### config.mk
export PLATFORM = sky130hd
export DESIGN_NAME = sscp_port
export DESIGN_NICKNAME = d
export VERILOG_FILES = /design/src/hdl/sscp_pkg.sv /design/src/hdl/sscp_port.sv
export VERILOG_INCLUDE_DIRS = /design/src /design/src/hdl
export SDC_FILE = /design/constraint.sdc
export NUM_CORES = 1
export LEC_CHECK = 0
export BUFFER_PORTS_ARGS = -buffer_cell sky130_fd_sc_hd__clkbuf_2
export CAP_MARGIN = 25
export CELL_PAD_IN_SITES_DETAIL_PLACEMENT = 0
export CELL_PAD_IN_SITES_GLOBAL_PLACEMENT = 1
export CORE_ASPECT_RATIO = 0.5
export CORE_MARGIN = 2
export CORE_UTILIZATION = 48
export DETAILED_ROUTE_END_ITERATION = 6
export GPL_ROUTABILITY_DRIVEN = 0
export GPL_TIMING_DRIVEN = 1
export PLACE_DENSITY = 0.73
export SYNTH_ARGS = -nofsm -noshare
export SYNTH_HDL_FRONTEND = slang
export SYNTH_SLANG_ARGS = --single-unit
### constraint.sdc
create_clock -name mclk -period 4 [get_ports mclk]
set_clock_uncertainty 0.1 [all_clocks]
set_input_delay 0.2 -clock mclk [delete_from_list [all_inputs] [get_ports mclk]]
set_output_delay 0.2 -clock mclk [all_outputs]
set_load 0.01 [all_outputs]
### src/hdl/sscp_defs.svh
// Function
// - Sweep mode uses start, stop, hold inputs
// - Start fall restarts sweep, ORed trigger
// - Stop fall ends running sweep
// - Hold fall freezes, next fall resumes sweep
// - Sequence mode uses four control inputs
// - Setting selects start or state branch
// - Start fall launches sequence, ORed trigger
// - Low at step end branches to destination
// - Stop fall ends running sequence
// - Hold fall freezes, rise resumes sequence
// - Event fall branches to destination step
// - Drive per-step 4-bit code during sequence
// - Code bit0 on lowest output line
// - General mode: outputs writable, inputs readable
// - Setting disables connector control inputs
// - Trigger input polarity is configurable
`ifndef SSCP_DEFS_SVH
`define SSCP_DEFS_SVH
`define SSCP_ADDR_CTRL      12'h000
`define SSCP_ADDR_STATUS    12'h004
`define SSCP_ADDR_GPOUT     12'h008
`define SSCP_ADDR_GPIN      12'h00C
`define SSCP_ADDR_STEPCNT   12'h010
`define SSCP_ADDR_STEPTAB   12'h040
`define SSCP_ADDR_TAB_END   12'h07C
`define SSCP_CTRL_MODE_LO   0
`define SSCP_CTRL_MODE_HI   1
`define SSCP_CTRL_BRANCH    2
`define SSCP_CTRL_INDIS     3
`define SSCP_CTRL_TRIGPOL   4
`define SSCP_CTRL_RESET     32'h0000_0008
`define SSCP_STEP_LEN_LO    0
`define SSCP_STEP_LEN_HI    15
`define SSCP_STEP_CODE_LO   16
`define SSCP_STEP_CODE_HI   19
`define SSCP_STEP_DST_LO    20
`define SSCP_STEP_DST_HI    23
`define SSCP_STEP_EVD_LO    24
`define SSCP_STEP_EVD_HI    27
`define SSCP_STEP_LAST      28
`define SSCP_TAB_IDX_LO     2
`define SSCP_TAB_IDX_HI     5
`endif

### src/hdl/sscp_pkg.sv
`default_nettype none
package sscp_pkg;
  typedef enum logic [1:0] {
    SSCP_MODE_SWEEP = 2'b00,
    SSCP_MODE_SEQ   = 2'b01,
    SSCP_MODE_GPIO  = 2'b10,
    SSCP_MODE_OFF   = 2'b11
  } sscp_mode_t;
  typedef enum logic [1:0] {
    SSCP_IDLE = 2'b00,
    SSCP_RUN  = 2'b01,
    SSCP_HOLD = 2'b10
  } sscp_state_t;
endpackage
`default_nettype wire

### src/hdl/sscp_port.sv
// The APB interface to the registers and the register offsets were chosen for this implementation.
`include "sscp_defs.svh"
`default_nettype none
module sscp_port #(
  parameter int STEPS = 16
) (
  input  wire logic        mclk,
  input  wire logic        reset_n,
  input  wire logic        psel,
  input  wire logic        penable,
  input  wire logic        pwrite,
  input  wire logic [11:0] paddr,
  input  wire logic [31:0] pwdata,
  output logic      [31:0] prdata,
  output logic             pready,
  output logic             pslverr,
  input  wire logic        externalTriggerInput,
  input  wire logic        startIn,
  input  wire logic        stopIn,
  input  wire logic        holdIn,
  input  wire logic        eventIn,
  output logic      [3:0]  stepCode,
  output logic             engineRunning,
  output logic             engineHeld,
  output logic             sweepRestart
);
  import sscp_pkg::*;

  typedef struct packed {
    logic [4:0][2:0]        sync;
    logic [31:0]            ctrl;
    logic [3:0]             gpOut;
    logic [STEPS-1:0][31:0] tab;
    sscp_state_t            state;
    logic [3:0]             step;
    logic [15:0]            cnt;
    logic [31:0]            prdata;
    logic                   pready;
    logic                   pslverr;
    logic [3:0]             code;
    logic                   restart;
    logic [4:0]             filt;
    logic                   running;
    logic                   held;
  } sscp_state_s_t;

  sscp_state_s_t s_reg;
  sscp_state_s_t s_next;

  // Index of an aligned step-table word
  function automatic logic [3:0] tabIndex(input logic [11:0] a);
    tabIndex = a[`SSCP_TAB_IDX_HI:`SSCP_TAB_IDX_LO];
  endfunction

  function automatic logic inTab(input logic [11:0] a);
    inTab = (a >= `SSCP_ADDR_STEPTAB) && (a <= `SSCP_ADDR_TAB_END) && (a[1:0] == 2'b00);
  endfunction

  logic [4:0] pins;
  assign pins = {externalTriggerInput, eventIn, holdIn, stopIn, startIn};

  sscp_mode_t  mode;
  logic        inEnable;
  logic        trigAct;
  logic [4:0]  lvl;
  logic [4:0]  agree;
  logic [4:0]  fall;
  logic [4:0]  rise;
  logic        startFall;
  logic        seqStart;
  logic        startLow;
  logic        stepEnd;
  logic [31:0] cur;
  logic        access;

  assign mode     = sscp_mode_t'(s_reg.ctrl[`SSCP_CTRL_MODE_HI:`SSCP_CTRL_MODE_LO]);
  assign inEnable = ~s_reg.ctrl[`SSCP_CTRL_INDIS];
  assign cur      = s_reg.tab[s_reg.step];
  assign access   = psel & penable;

  genvar g;
  generate
    for (g = 0; g < 5; g++) begin : gEdge
      // Stages 2 and 3 must agree, so a one-clock glitch never counts
      assign agree[g] = (s_reg.sync[g][1] == s_reg.sync[g][2]);
      assign lvl[g]   = s_reg.filt[g];
      assign fall[g]  = inEnable & agree[g] & s_reg.filt[g] & ~s_reg.sync[g][1];
      assign rise[g]  = inEnable & agree[g] & ~s_reg.filt[g] & s_reg.sync[g][1];
    end
  endgenerate

  // Trigger edge in active polarity, ORed with start pin
  assign trigAct   = s_reg.ctrl[`SSCP_CTRL_TRIGPOL] ? rise[4] : fall[4];
  assign startFall = fall[0] | trigAct;
  // Trigger still starts a sequence when the start pin acts as branch
  assign seqStart  = trigAct | (~s_reg.ctrl[`SSCP_CTRL_BRANCH] & fall[0]);
  assign startLow  = inEnable & ~lvl[0];
  assign stepEnd   = (s_reg.state == SSCP_RUN) &&
                     (s_reg.cnt >= cur[`SSCP_STEP_LEN_HI:`SSCP_STEP_LEN_LO]);

  always_comb begin
    s_next         = s_reg;
    s_next.restart = 1'b0;
    s_next.pready  = 1'b0;
    s_next.pslverr = 1'b0;
    for (int i = 0; i < 5; i++) begin
      s_next.sync[i] = {s_reg.sync[i][1:0], pins[i]};
      if (s_reg.sync[i][1] == s_reg.sync[i][2]) begin
        s_next.filt[i] = s_reg.sync[i][1];
      end
    end

    // Read data fetched in setup so it stands together with pready
    if (psel && !penable) begin
      s_next.pready = 1'b1;
      if (!pwrite) begin
        s_next.prdata = 32'h0000_0000;
        case (paddr)
          `SSCP_ADDR_CTRL:    s_next.prdata = s_reg.ctrl;
          `SSCP_ADDR_STATUS:  s_next.prdata = {26'h0, s_reg.code, s_reg.state};
          `SSCP_ADDR_GPOUT:   s_next.prdata = {28'h0, s_reg.gpOut};
          `SSCP_ADDR_GPIN:    s_next.prdata = {28'h0, lvl[0], lvl[1], lvl[2], lvl[3]};
          `SSCP_ADDR_STEPCNT: s_next.prdata = {12'h0, s_reg.step, s_reg.cnt};
          default: begin
            if (inTab(paddr)) begin
              s_next.prdata = s_reg.tab[tabIndex(paddr)];
            end
          end
        endcase
      end
    end
    if (access && s_reg.pready && pwrite) begin
      case (paddr)
        `SSCP_ADDR_CTRL: s_next.ctrl = pwdata;
        `SSCP_ADDR_GPOUT: s_next.gpOut = pwdata[3:0];
        default: begin
          if (inTab(paddr)) begin
            s_next.tab[tabIndex(paddr)] = pwdata;
          end
        end
      endcase
    end

    case (mode)
      SSCP_MODE_SWEEP: begin
        s_next.code = 4'h0;
        if (startFall) begin
          s_next.state   = SSCP_RUN;
          s_next.restart = 1'b1;
        end else if (fall[1]) begin
          s_next.state = SSCP_IDLE;
        end else if (fall[2] && s_reg.state == SSCP_RUN) begin
          s_next.state = SSCP_HOLD;
        end else if (fall[2] && s_reg.state == SSCP_HOLD) begin
          s_next.state = SSCP_RUN;
        end
      end
      SSCP_MODE_SEQ: begin
        s_next.code = cur[`SSCP_STEP_CODE_HI:`SSCP_STEP_CODE_LO];
        if (s_reg.state == SSCP_RUN) begin
          s_next.cnt = s_reg.cnt + 16'h0001;
        end
        if (seqStart) begin
          s_next.state = SSCP_RUN;
          s_next.step  = 4'h0;
          s_next.cnt   = 16'h0000;
        end else if (fall[1]) begin
          s_next.state = SSCP_IDLE;
        end else if (fall[2] && s_reg.state == SSCP_RUN) begin
          s_next.state = SSCP_HOLD;
        end else if (rise[2] && s_reg.state == SSCP_HOLD) begin
          s_next.state = SSCP_RUN;
        end else if (fall[3] && s_reg.state != SSCP_IDLE) begin
          s_next.step = cur[`SSCP_STEP_EVD_HI:`SSCP_STEP_EVD_LO];
          s_next.cnt  = 16'h0000;
        end else if (stepEnd) begin
          s_next.cnt = 16'h0000;
          if (s_reg.ctrl[`SSCP_CTRL_BRANCH] && startLow) begin
            s_next.step = cur[`SSCP_STEP_DST_HI:`SSCP_STEP_DST_LO];
          end else if (cur[`SSCP_STEP_LAST]) begin
            s_next.state = SSCP_IDLE;
          end else begin
            s_next.step = s_reg.step + 4'h1;
          end
        end
      end
      SSCP_MODE_GPIO: begin
        s_next.state = SSCP_IDLE;
        s_next.code  = s_reg.gpOut;
      end
      default: begin
        s_next.state = SSCP_IDLE;
        s_next.code  = 4'h0;
      end
    endcase
    // Status outputs kept as flops of their own
    s_next.running = (s_next.state == SSCP_RUN);
    s_next.held    = (s_next.state == SSCP_HOLD);
  end

  always_ff @(posedge mclk or negedge reset_n) begin
    if (!reset_n) begin
      s_reg      <= '0;
      s_reg.sync <= '1;
      s_reg.filt <= '1;
      s_reg.ctrl <= `SSCP_CTRL_RESET;
    end else begin
      s_reg <= s_next;
    end
  end

  assign prdata        = s_reg.prdata;
  assign pready        = s_reg.pready;
  assign pslverr       = s_reg.pslverr;
  assign stepCode      = s_reg.code;
  assign engineRunning = s_reg.running;
  assign engineHeld    = s_reg.held;
  assign sweepRestart  = s_reg.restart;
endmodule
`default_nettype wire

==> reports/results.txt, run 1 <==
RSZ-0062 raised after global routing = yes
CP Class = reg2reg
area share of the largest cell type after synthesis = 46.5%
Startpoint Class = register
power per cell area = 346 nW/um^2
clk_lat worst skew = 650 ps
# clock sinks = 630
failing checks = design-rule violations, negative setup slack
Yosys reg bits = 630
measured slew at the worst slew-check pin = 968 ps
setup TNS = -89.4 ps
post-route ant nets = 0
worst path arrival time = 4450 ps
synth top area cells = dfrtp_1 46%, mux2_2 18%, mux4_2 16%
Final Hold Viols = 0
# fillers = 5456
cells after synthesis = 2235
GRT overflow = 0
ANT cells = 0
max reg flops = 573
fin. max-slew vios = 0
worst r2r src = s_reg[63]
Core ar. = 67200 um^2
P_leak = 16.9 nW
Starting Density = 48.8%
highest clock rate = 0.248 GHz
Setup-failing EPs final = 6
reg2reg path depth = 15
DR DRC count = 16
top fanout value on the critical path = 13
ys async rst share = 100%
layout cell share with drive strength beyond 1 = 51.2%
WL final = 92500 um
Slew headroom = 35.5%
Worst-path clk slew = 70 ps
WHS Path Cells = 2
leading cell type by number of instances after synthesis = dfrtp_1
htree depth = 2
via count = 21088
mean post-synth cell area = 14.7 um^2
predominant post-synthesis flop cell = dfrtp_1
setup slack, reg-to-reg = -30 ps
Ys Warns = 0
Post-synth EDFFs = 0
global-route wire length before repair = 141000 um
Clk network pwr share = 45.1%
initial antenna violation count = 1
top cells by count, synth = 609 x dfrtp_1, 526 x mux2_2, 240 x mux4_2
Num CTS Buffers = 58
WP data required = 4410 ps
die area = 70600 um^2
TritonRoute pass-1 iters = 7
Netlist Area Pre-Place = 32800 um^2
Tot GR Track Use = 26.6%
fin crit share = 101%
Max-Cap Viols = 0
clk buf depth = 3
Switch Pwr = 3.06 mW
worst reg2reg path endpoint = s_reg[63]
Max VDD drop = 372 uV
post-DP HPWL = 55800 um
Final #Nets = 2409
hold slack = 49.2 ps
Via density = 6.43
Pint = 9.97 mW
Die W = 374 um
vias in the first global route = 21537
Net Sw Frac = 23.5%
Hold/Removal Path Class = in2reg
status = finished with violations
FP Rows = 67
Seq pwr share = 49.8%
cell accounting for the most synthesized area = dfrtp_1
IO buf count = 93
drt wl/cell = 28.2 um
CTS tree = yes
final setup margin = -33.7 ps
Post-Syn Nets = 2310
Root Buffer = clkbuf_16
register area share after synthesis = 48.1%
fin crit period = 4030 ps
initial DRC count = 1827
crit path capture type = register
number of library cell types mapped by synthesis = 76
Comb pwr share = 5.1%
Hold Startpoint = pwdata[2]
I/O pin total = 95
Die Y = 189 um
synthesis-to-finish area growth = 14.8%
largest net degree at the start of global routing = 102
worst hold path endpoint = s_reg[422]
placed cells by master (no fill, tap or decap), types with 24 or more instances in the layout:
cell type	Yosys	layout
dlygate4sd3_1	0	39
nor2_1	80	77
buf_12	0	28
nand2_1	51	40
mux4_2	240	240
dfrtp_1	609	607
clkbuf_2	0	88
a21oi_1	46	46
mux2_2	526	526
buf_4	53	99
mux2i_1	97	92
mux2_1	24	24
clkbuf_16	0	61
a221oi_2	0	28
power groups by stage:
stage	Sequential [mW]	Clock [mW]	Combinational [mW]
after floorplan	6.59	0	0.363
after global placement	6.60	0	0.640
after detailed placement	6.60	0	0.646
after CTS	6.48	6.00	0.682
after global routing	6.49	6.25	0.739
final	6.48	5.88	0.668
cell families after synthesis:
family	synth area share, %
AO/OA/AOI/OAI	4.98
flip-flops	48.1
adder cells (fa/ha/maj)	0.954
multiplexers	38.3
AND/OR/NAND/NOR	3.61
buffers and inverters	3.97
other	0.0114
metrics by stage:
stage / power [mW] / setup slack, ps / cell area, um^2 / util (%) / std cells
2_1_floorplan: 6.95 / 4.86 / 32900 / - / 2235
3_3_place_gp: 7.24 / -517 / 34300 / 51.1 / 3099
3_5_place_dp: 7.25 / -449 / 34300 / 51.1 / 3099
4_1_cts: 13.2 / -11.9 / 37000 / 55.1 / 3259
5_1_grt: 13.5 / -130 / 37600 / 56.0 / 3279
6_report: 13.0 / -33.7 / 37600 / 56.0 / 3279
how the worst max path moves through the flow:
| stage | start | endpoint | slack (ps) | cells past startpoint |
|---|---|---|---|---|
| after global routing | s_reg[62] | s_reg[64] | -130 | 17 |
| after floorplan | s_reg[63] | s_reg[63] | 5 | 16 |
| after CTS | s_reg[62] | s_reg[62] | -10 | 14 |
| after detailed placement | s_reg[62] | s_reg[62] | -450 | 15 |
| after global placement | s_reg[62] | s_reg[62] | -520 | 11 |
| final | s_reg[63] | s_reg[63] | -30 | 15 |
per-layer routing:
| layer | GRT usage (%) | share of wire, % | vias to the layer above |
|---|---|---|---|
| met2 | 41.3 | 46 | 663 |
| met5 | 0 | 0 | - |
| li1 | - | - | 8824 |
| met1 | 39.6 | 45 | 11471 |
| met4 | 6.71 | 2.3 | 0 |
| met3 | 3.89 | 6.3 | 130 |
cell type report:
class | instances | area, um^2 | area share, %
Multi-Input combinational cell | 1358 | 16300 | 43.3
Sequential cell | 630 | 15800 | 42.0
Timing Repair Buffer | 272 | 2370 | 6.29
Clock buffer | 85 | 1750 | 4.66
Tap cell | 897 | 1120 | 2.98
Clock inverter | 23 | 251 | 0.668
Inverter | 14 | 56.3 | 0.150
critical path, stage by stage, from the launching register on:
cell,delay [ps]
dfrtp_4,480
buf_4,160
nor2_4,170
buf_12,170
buf_12,180
a221oi_2,90
o21ai_0,200
nand2_1,80
ha_1,280
nand2b_4,140
a2111o_1,370
a311oi_2,360
a31oi_4,230
buf_4,200
a221oi_4,290
mux2_2,410
what timing repair did:
item / CTS / global route
gates resized for setup: 33 / 63
cloned: 2 / 2
setup endpoints to repair: 22 / 23
pin swaps: 13 / 28
endpoints found under the hold margin: 589 / 0
buffers inserted: 11 / 20
hold buffers: 39 / 0
Note: power is estimated with default switching activity, not from simulation.
==> inputs of run 2 (changes only) <==
--- a/config.mk
+++ b/config.mk
@@ -11,7 +11,7 @@
 export CELL_PAD_IN_SITES_DETAIL_PLACEMENT = 0
 export CELL_PAD_IN_SITES_GLOBAL_PLACEMENT = 1
 export CORE_ASPECT_RATIO = 0.5
-export CORE_MARGIN = 2
+export CORE_MARGIN = 3
 export CORE_UTILIZATION = 48
 export DETAILED_ROUTE_END_ITERATION = 6
 export GPL_ROUTABILITY_DRIVEN = 0
==> run 2 against run 1 <==
The run ends with negative setup slack left. Flip-flop and latch count stayed put. Total power is 4.0% higher. Count of clock-buffer cells in the layout is 5 lower. Combinational power down 0.7%. Critical path type unchanged. Critical endpoint is now s_reg[62].
==> reports/results.txt, run 2 (synthesis gave the netlist of run 1 again) <==
status = finished with violations (unchanged)
failing checks = negative setup slack (was design-rule violations, negative setup slack)
clk buf depth = 3 (unchanged)
FP Rows = 67 (unchanged)
GRT overflow = 0 (unchanged)
Starting Density = 48.7% (was 48.8%)
Startpoint Class = register (unchanged)
fin crit share = 101% (about the same)
Net Sw Frac = 22.7% (was 23.5%)
Die Y = 191 um (was 189 um)
WP data required = 4430 ps (was 4410 ps)
# fillers = 5456 (unchanged)
clk_lat worst skew = 640 ps (was 650 ps)
layout cell share with drive strength beyond 1 = 50.5% (was 51.2%)
Placed Area = 34400 um^2 (was 34300 um^2)
Pint = 10.5 mW (was 9.97 mW)
Core ar. = 67300 um^2 (was 67200 um^2)
top fanout value on the critical path = 15 (was 13)
worst r2r src = s_reg[62] (was s_reg[63])
max reg flops = 573 (unchanged)
post-route ant nets = 0 (unchanged)
Hold/Removal Path Class = in2reg (unchanged)
vias in the first global route = 21096 (was 21537)
WL final = 93500 um (was 92500 um)
most frequent cells in the layout = 607 x dfrtp_1, 526 x mux2_2, 240 x mux4_2 (unchanged)
via count = 21010 (was 21088)
CP Class = reg2reg (unchanged)
global-route wire length before repair = 140000 um (was 141000 um)
fin. max-slew vios = 0 (unchanged)
Worst-path clk slew = 70 ps (about the same)
die area = 71700 um^2 (was 70600 um^2)
Slew headroom = 36.1% (was 35.5%)
Root Buffer = clkbuf_16 (unchanged)
CTS tree = yes (unchanged)
P_leak = 16.9 nW (about the same)
fin util = 56.0% (about the same)
Setup-failing EPs final = 4 (was 6)
Num CTS Buffers = 58 (unchanged)
RSZ-0062 raised after global routing = yes (unchanged)
fin crit period = 4060 ps (was 4030 ps)
TritonRoute pass-1 iters = 5 (was 7)
Die W = 376 um (was 374 um)
# clock sinks = 630 (unchanged)
initial antenna violation count = 0 (was 1)
synthesis-to-finish area growth = 14.8% (about the same)
I/O pin total = 95 (unchanged)
Tot GR Track Use = 26.2% (was 26.6%)
final setup margin = -56.7 ps (was -33.7 ps)
Max VDD drop = 292 uV (was 372 uV)
largest net degree at the start of global routing = 104 (was 102)
Hold Startpoint = pwdata[3] (was pwdata[2])
measured slew at the worst slew-check pin = 959 ps (was 968 ps)
worst path arrival time = 4490 ps (was 4450 ps)
htree depth = 2 (unchanged)
Seq pwr share = 47.8% (was 49.8%)
post-DP HPWL = 56000 um (was 55800 um)
Crit. Startpoint = s_reg[62] (was s_reg[63])
Clk network pwr share = 47.3% (was 45.1%)
drt wl/cell = 28.5 um (was 28.2 um)
Final #Nets = 2405 (was 2409)
Max-Cap Viols = 0 (unchanged)
Via density = 6.41 (was 6.43)
power per cell area = 360 nW/um^2 (was 346 nW/um^2)
crit path capture type = register (unchanged)
DR DRC count = 0 (was 16)
initial DRC count = 1916 (was 1827)
commonest non-fill, non-tap cell in the layout = dfrtp_1 (unchanged)
hold slack = 38.6 ps (was 49.2 ps)
Switch Pwr = 3.08 mW (was 3.06 mW)
fin area = 37700 um^2 (was 37600 um^2)
highest clock rate = 0.247 GHz (was 0.248 GHz)
Final Hold Viols = 0 (unchanged)
Comb pwr share = 4.9% (was 5.1%)
IO buf count = 93 (unchanged)
ANT cells = 0 (unchanged)
## run 2: worst paths after layout
check	cells past startpoint	slack [ps]	end
setup / recovery	13	-60	s_reg[62]
hold / removal	2	40	s_reg[423]
setup reg to reg	13	-60	s_reg[62]
hold reg to reg	0	260	s_next[618]
max in group asynchronous	3	2500	s_reg[221]
min in group asynchronous	2	140	s_reg[297]
## run 2: worst max-delay path, cell delays in order, from the launching register on
cell	delay [ps]
dfrtp_4	550
buf_12	200
buf_4	150
mux4_2	480
a221oi_1	370
ha_1	200
nand4_1	80
buf_4	170
nor4_4	370
a311oi_4	180
a31oi_4	380
nand3_4	180
o31a_1	350
o2bb2ai_1	190
## run 2: timing repair
action / in CTS / in global routing
pin swaps: 8 / 21
gates resized for setup: 20 / 51
endpoints found under the setup margin: 23 / 23
endpoints found under the hold margin: 564 / 0
cloned: 1 / 2
setup buffers: 7 / 13
hold buffers: 39 / 0
## run 2: metrics by stage
step           power, mW  instances  setup TNS, ps  worst slack, ps
2_1_floorplan       6.95       2235              0             4.86
3_3_place_gp        7.24       3106          -3460             -397
3_5_place_dp        7.24       3106          -4470             -385
4_1_cts             13.7       3263          -11.4            -9.91
5_1_grt             14.0       3277          -1480             -166
6_report            13.6       3277           -143            -56.7
## run 2: power groups by stage
stage	Sequential, mW	Clock [mW]	Combinational (mW)
after global placement	6.60	0	0.639
after global routing	6.49	6.79	0.733
after CTS	6.48	6.51	0.675
after floorplan	6.59	0	0.363
final	6.48	6.41	0.663
after detailed placement	6.60	0	0.641
## run 2: layout make-up
| type | instances | area, um^2 | share of cell area, % |
|---|---|---|---|
| inverter | 14 | 52.6 | 0.140 |
| timing repair buffer | 269 | 2350 | 6.25 |
| clock inverter | 30 | 470 | 1.25 |
| multi-input combinational | 1357 | 16100 | 42.8 |
| clock buffer | 80 | 1740 | 4.61 |
| tap | 897 | 1120 | 2.98 |
| sequential | 630 | 15800 | 41.9 |
## run 2: metal layers
layer  track usage [%]  share of wire (%)  up-vias
met4              7.03                2.5        0
met5                 0                  0        -
met2              41.0                 47      727
li1                  -                  -     8803
met1              38.1                 44    11339
met3              4.68                6.8      141
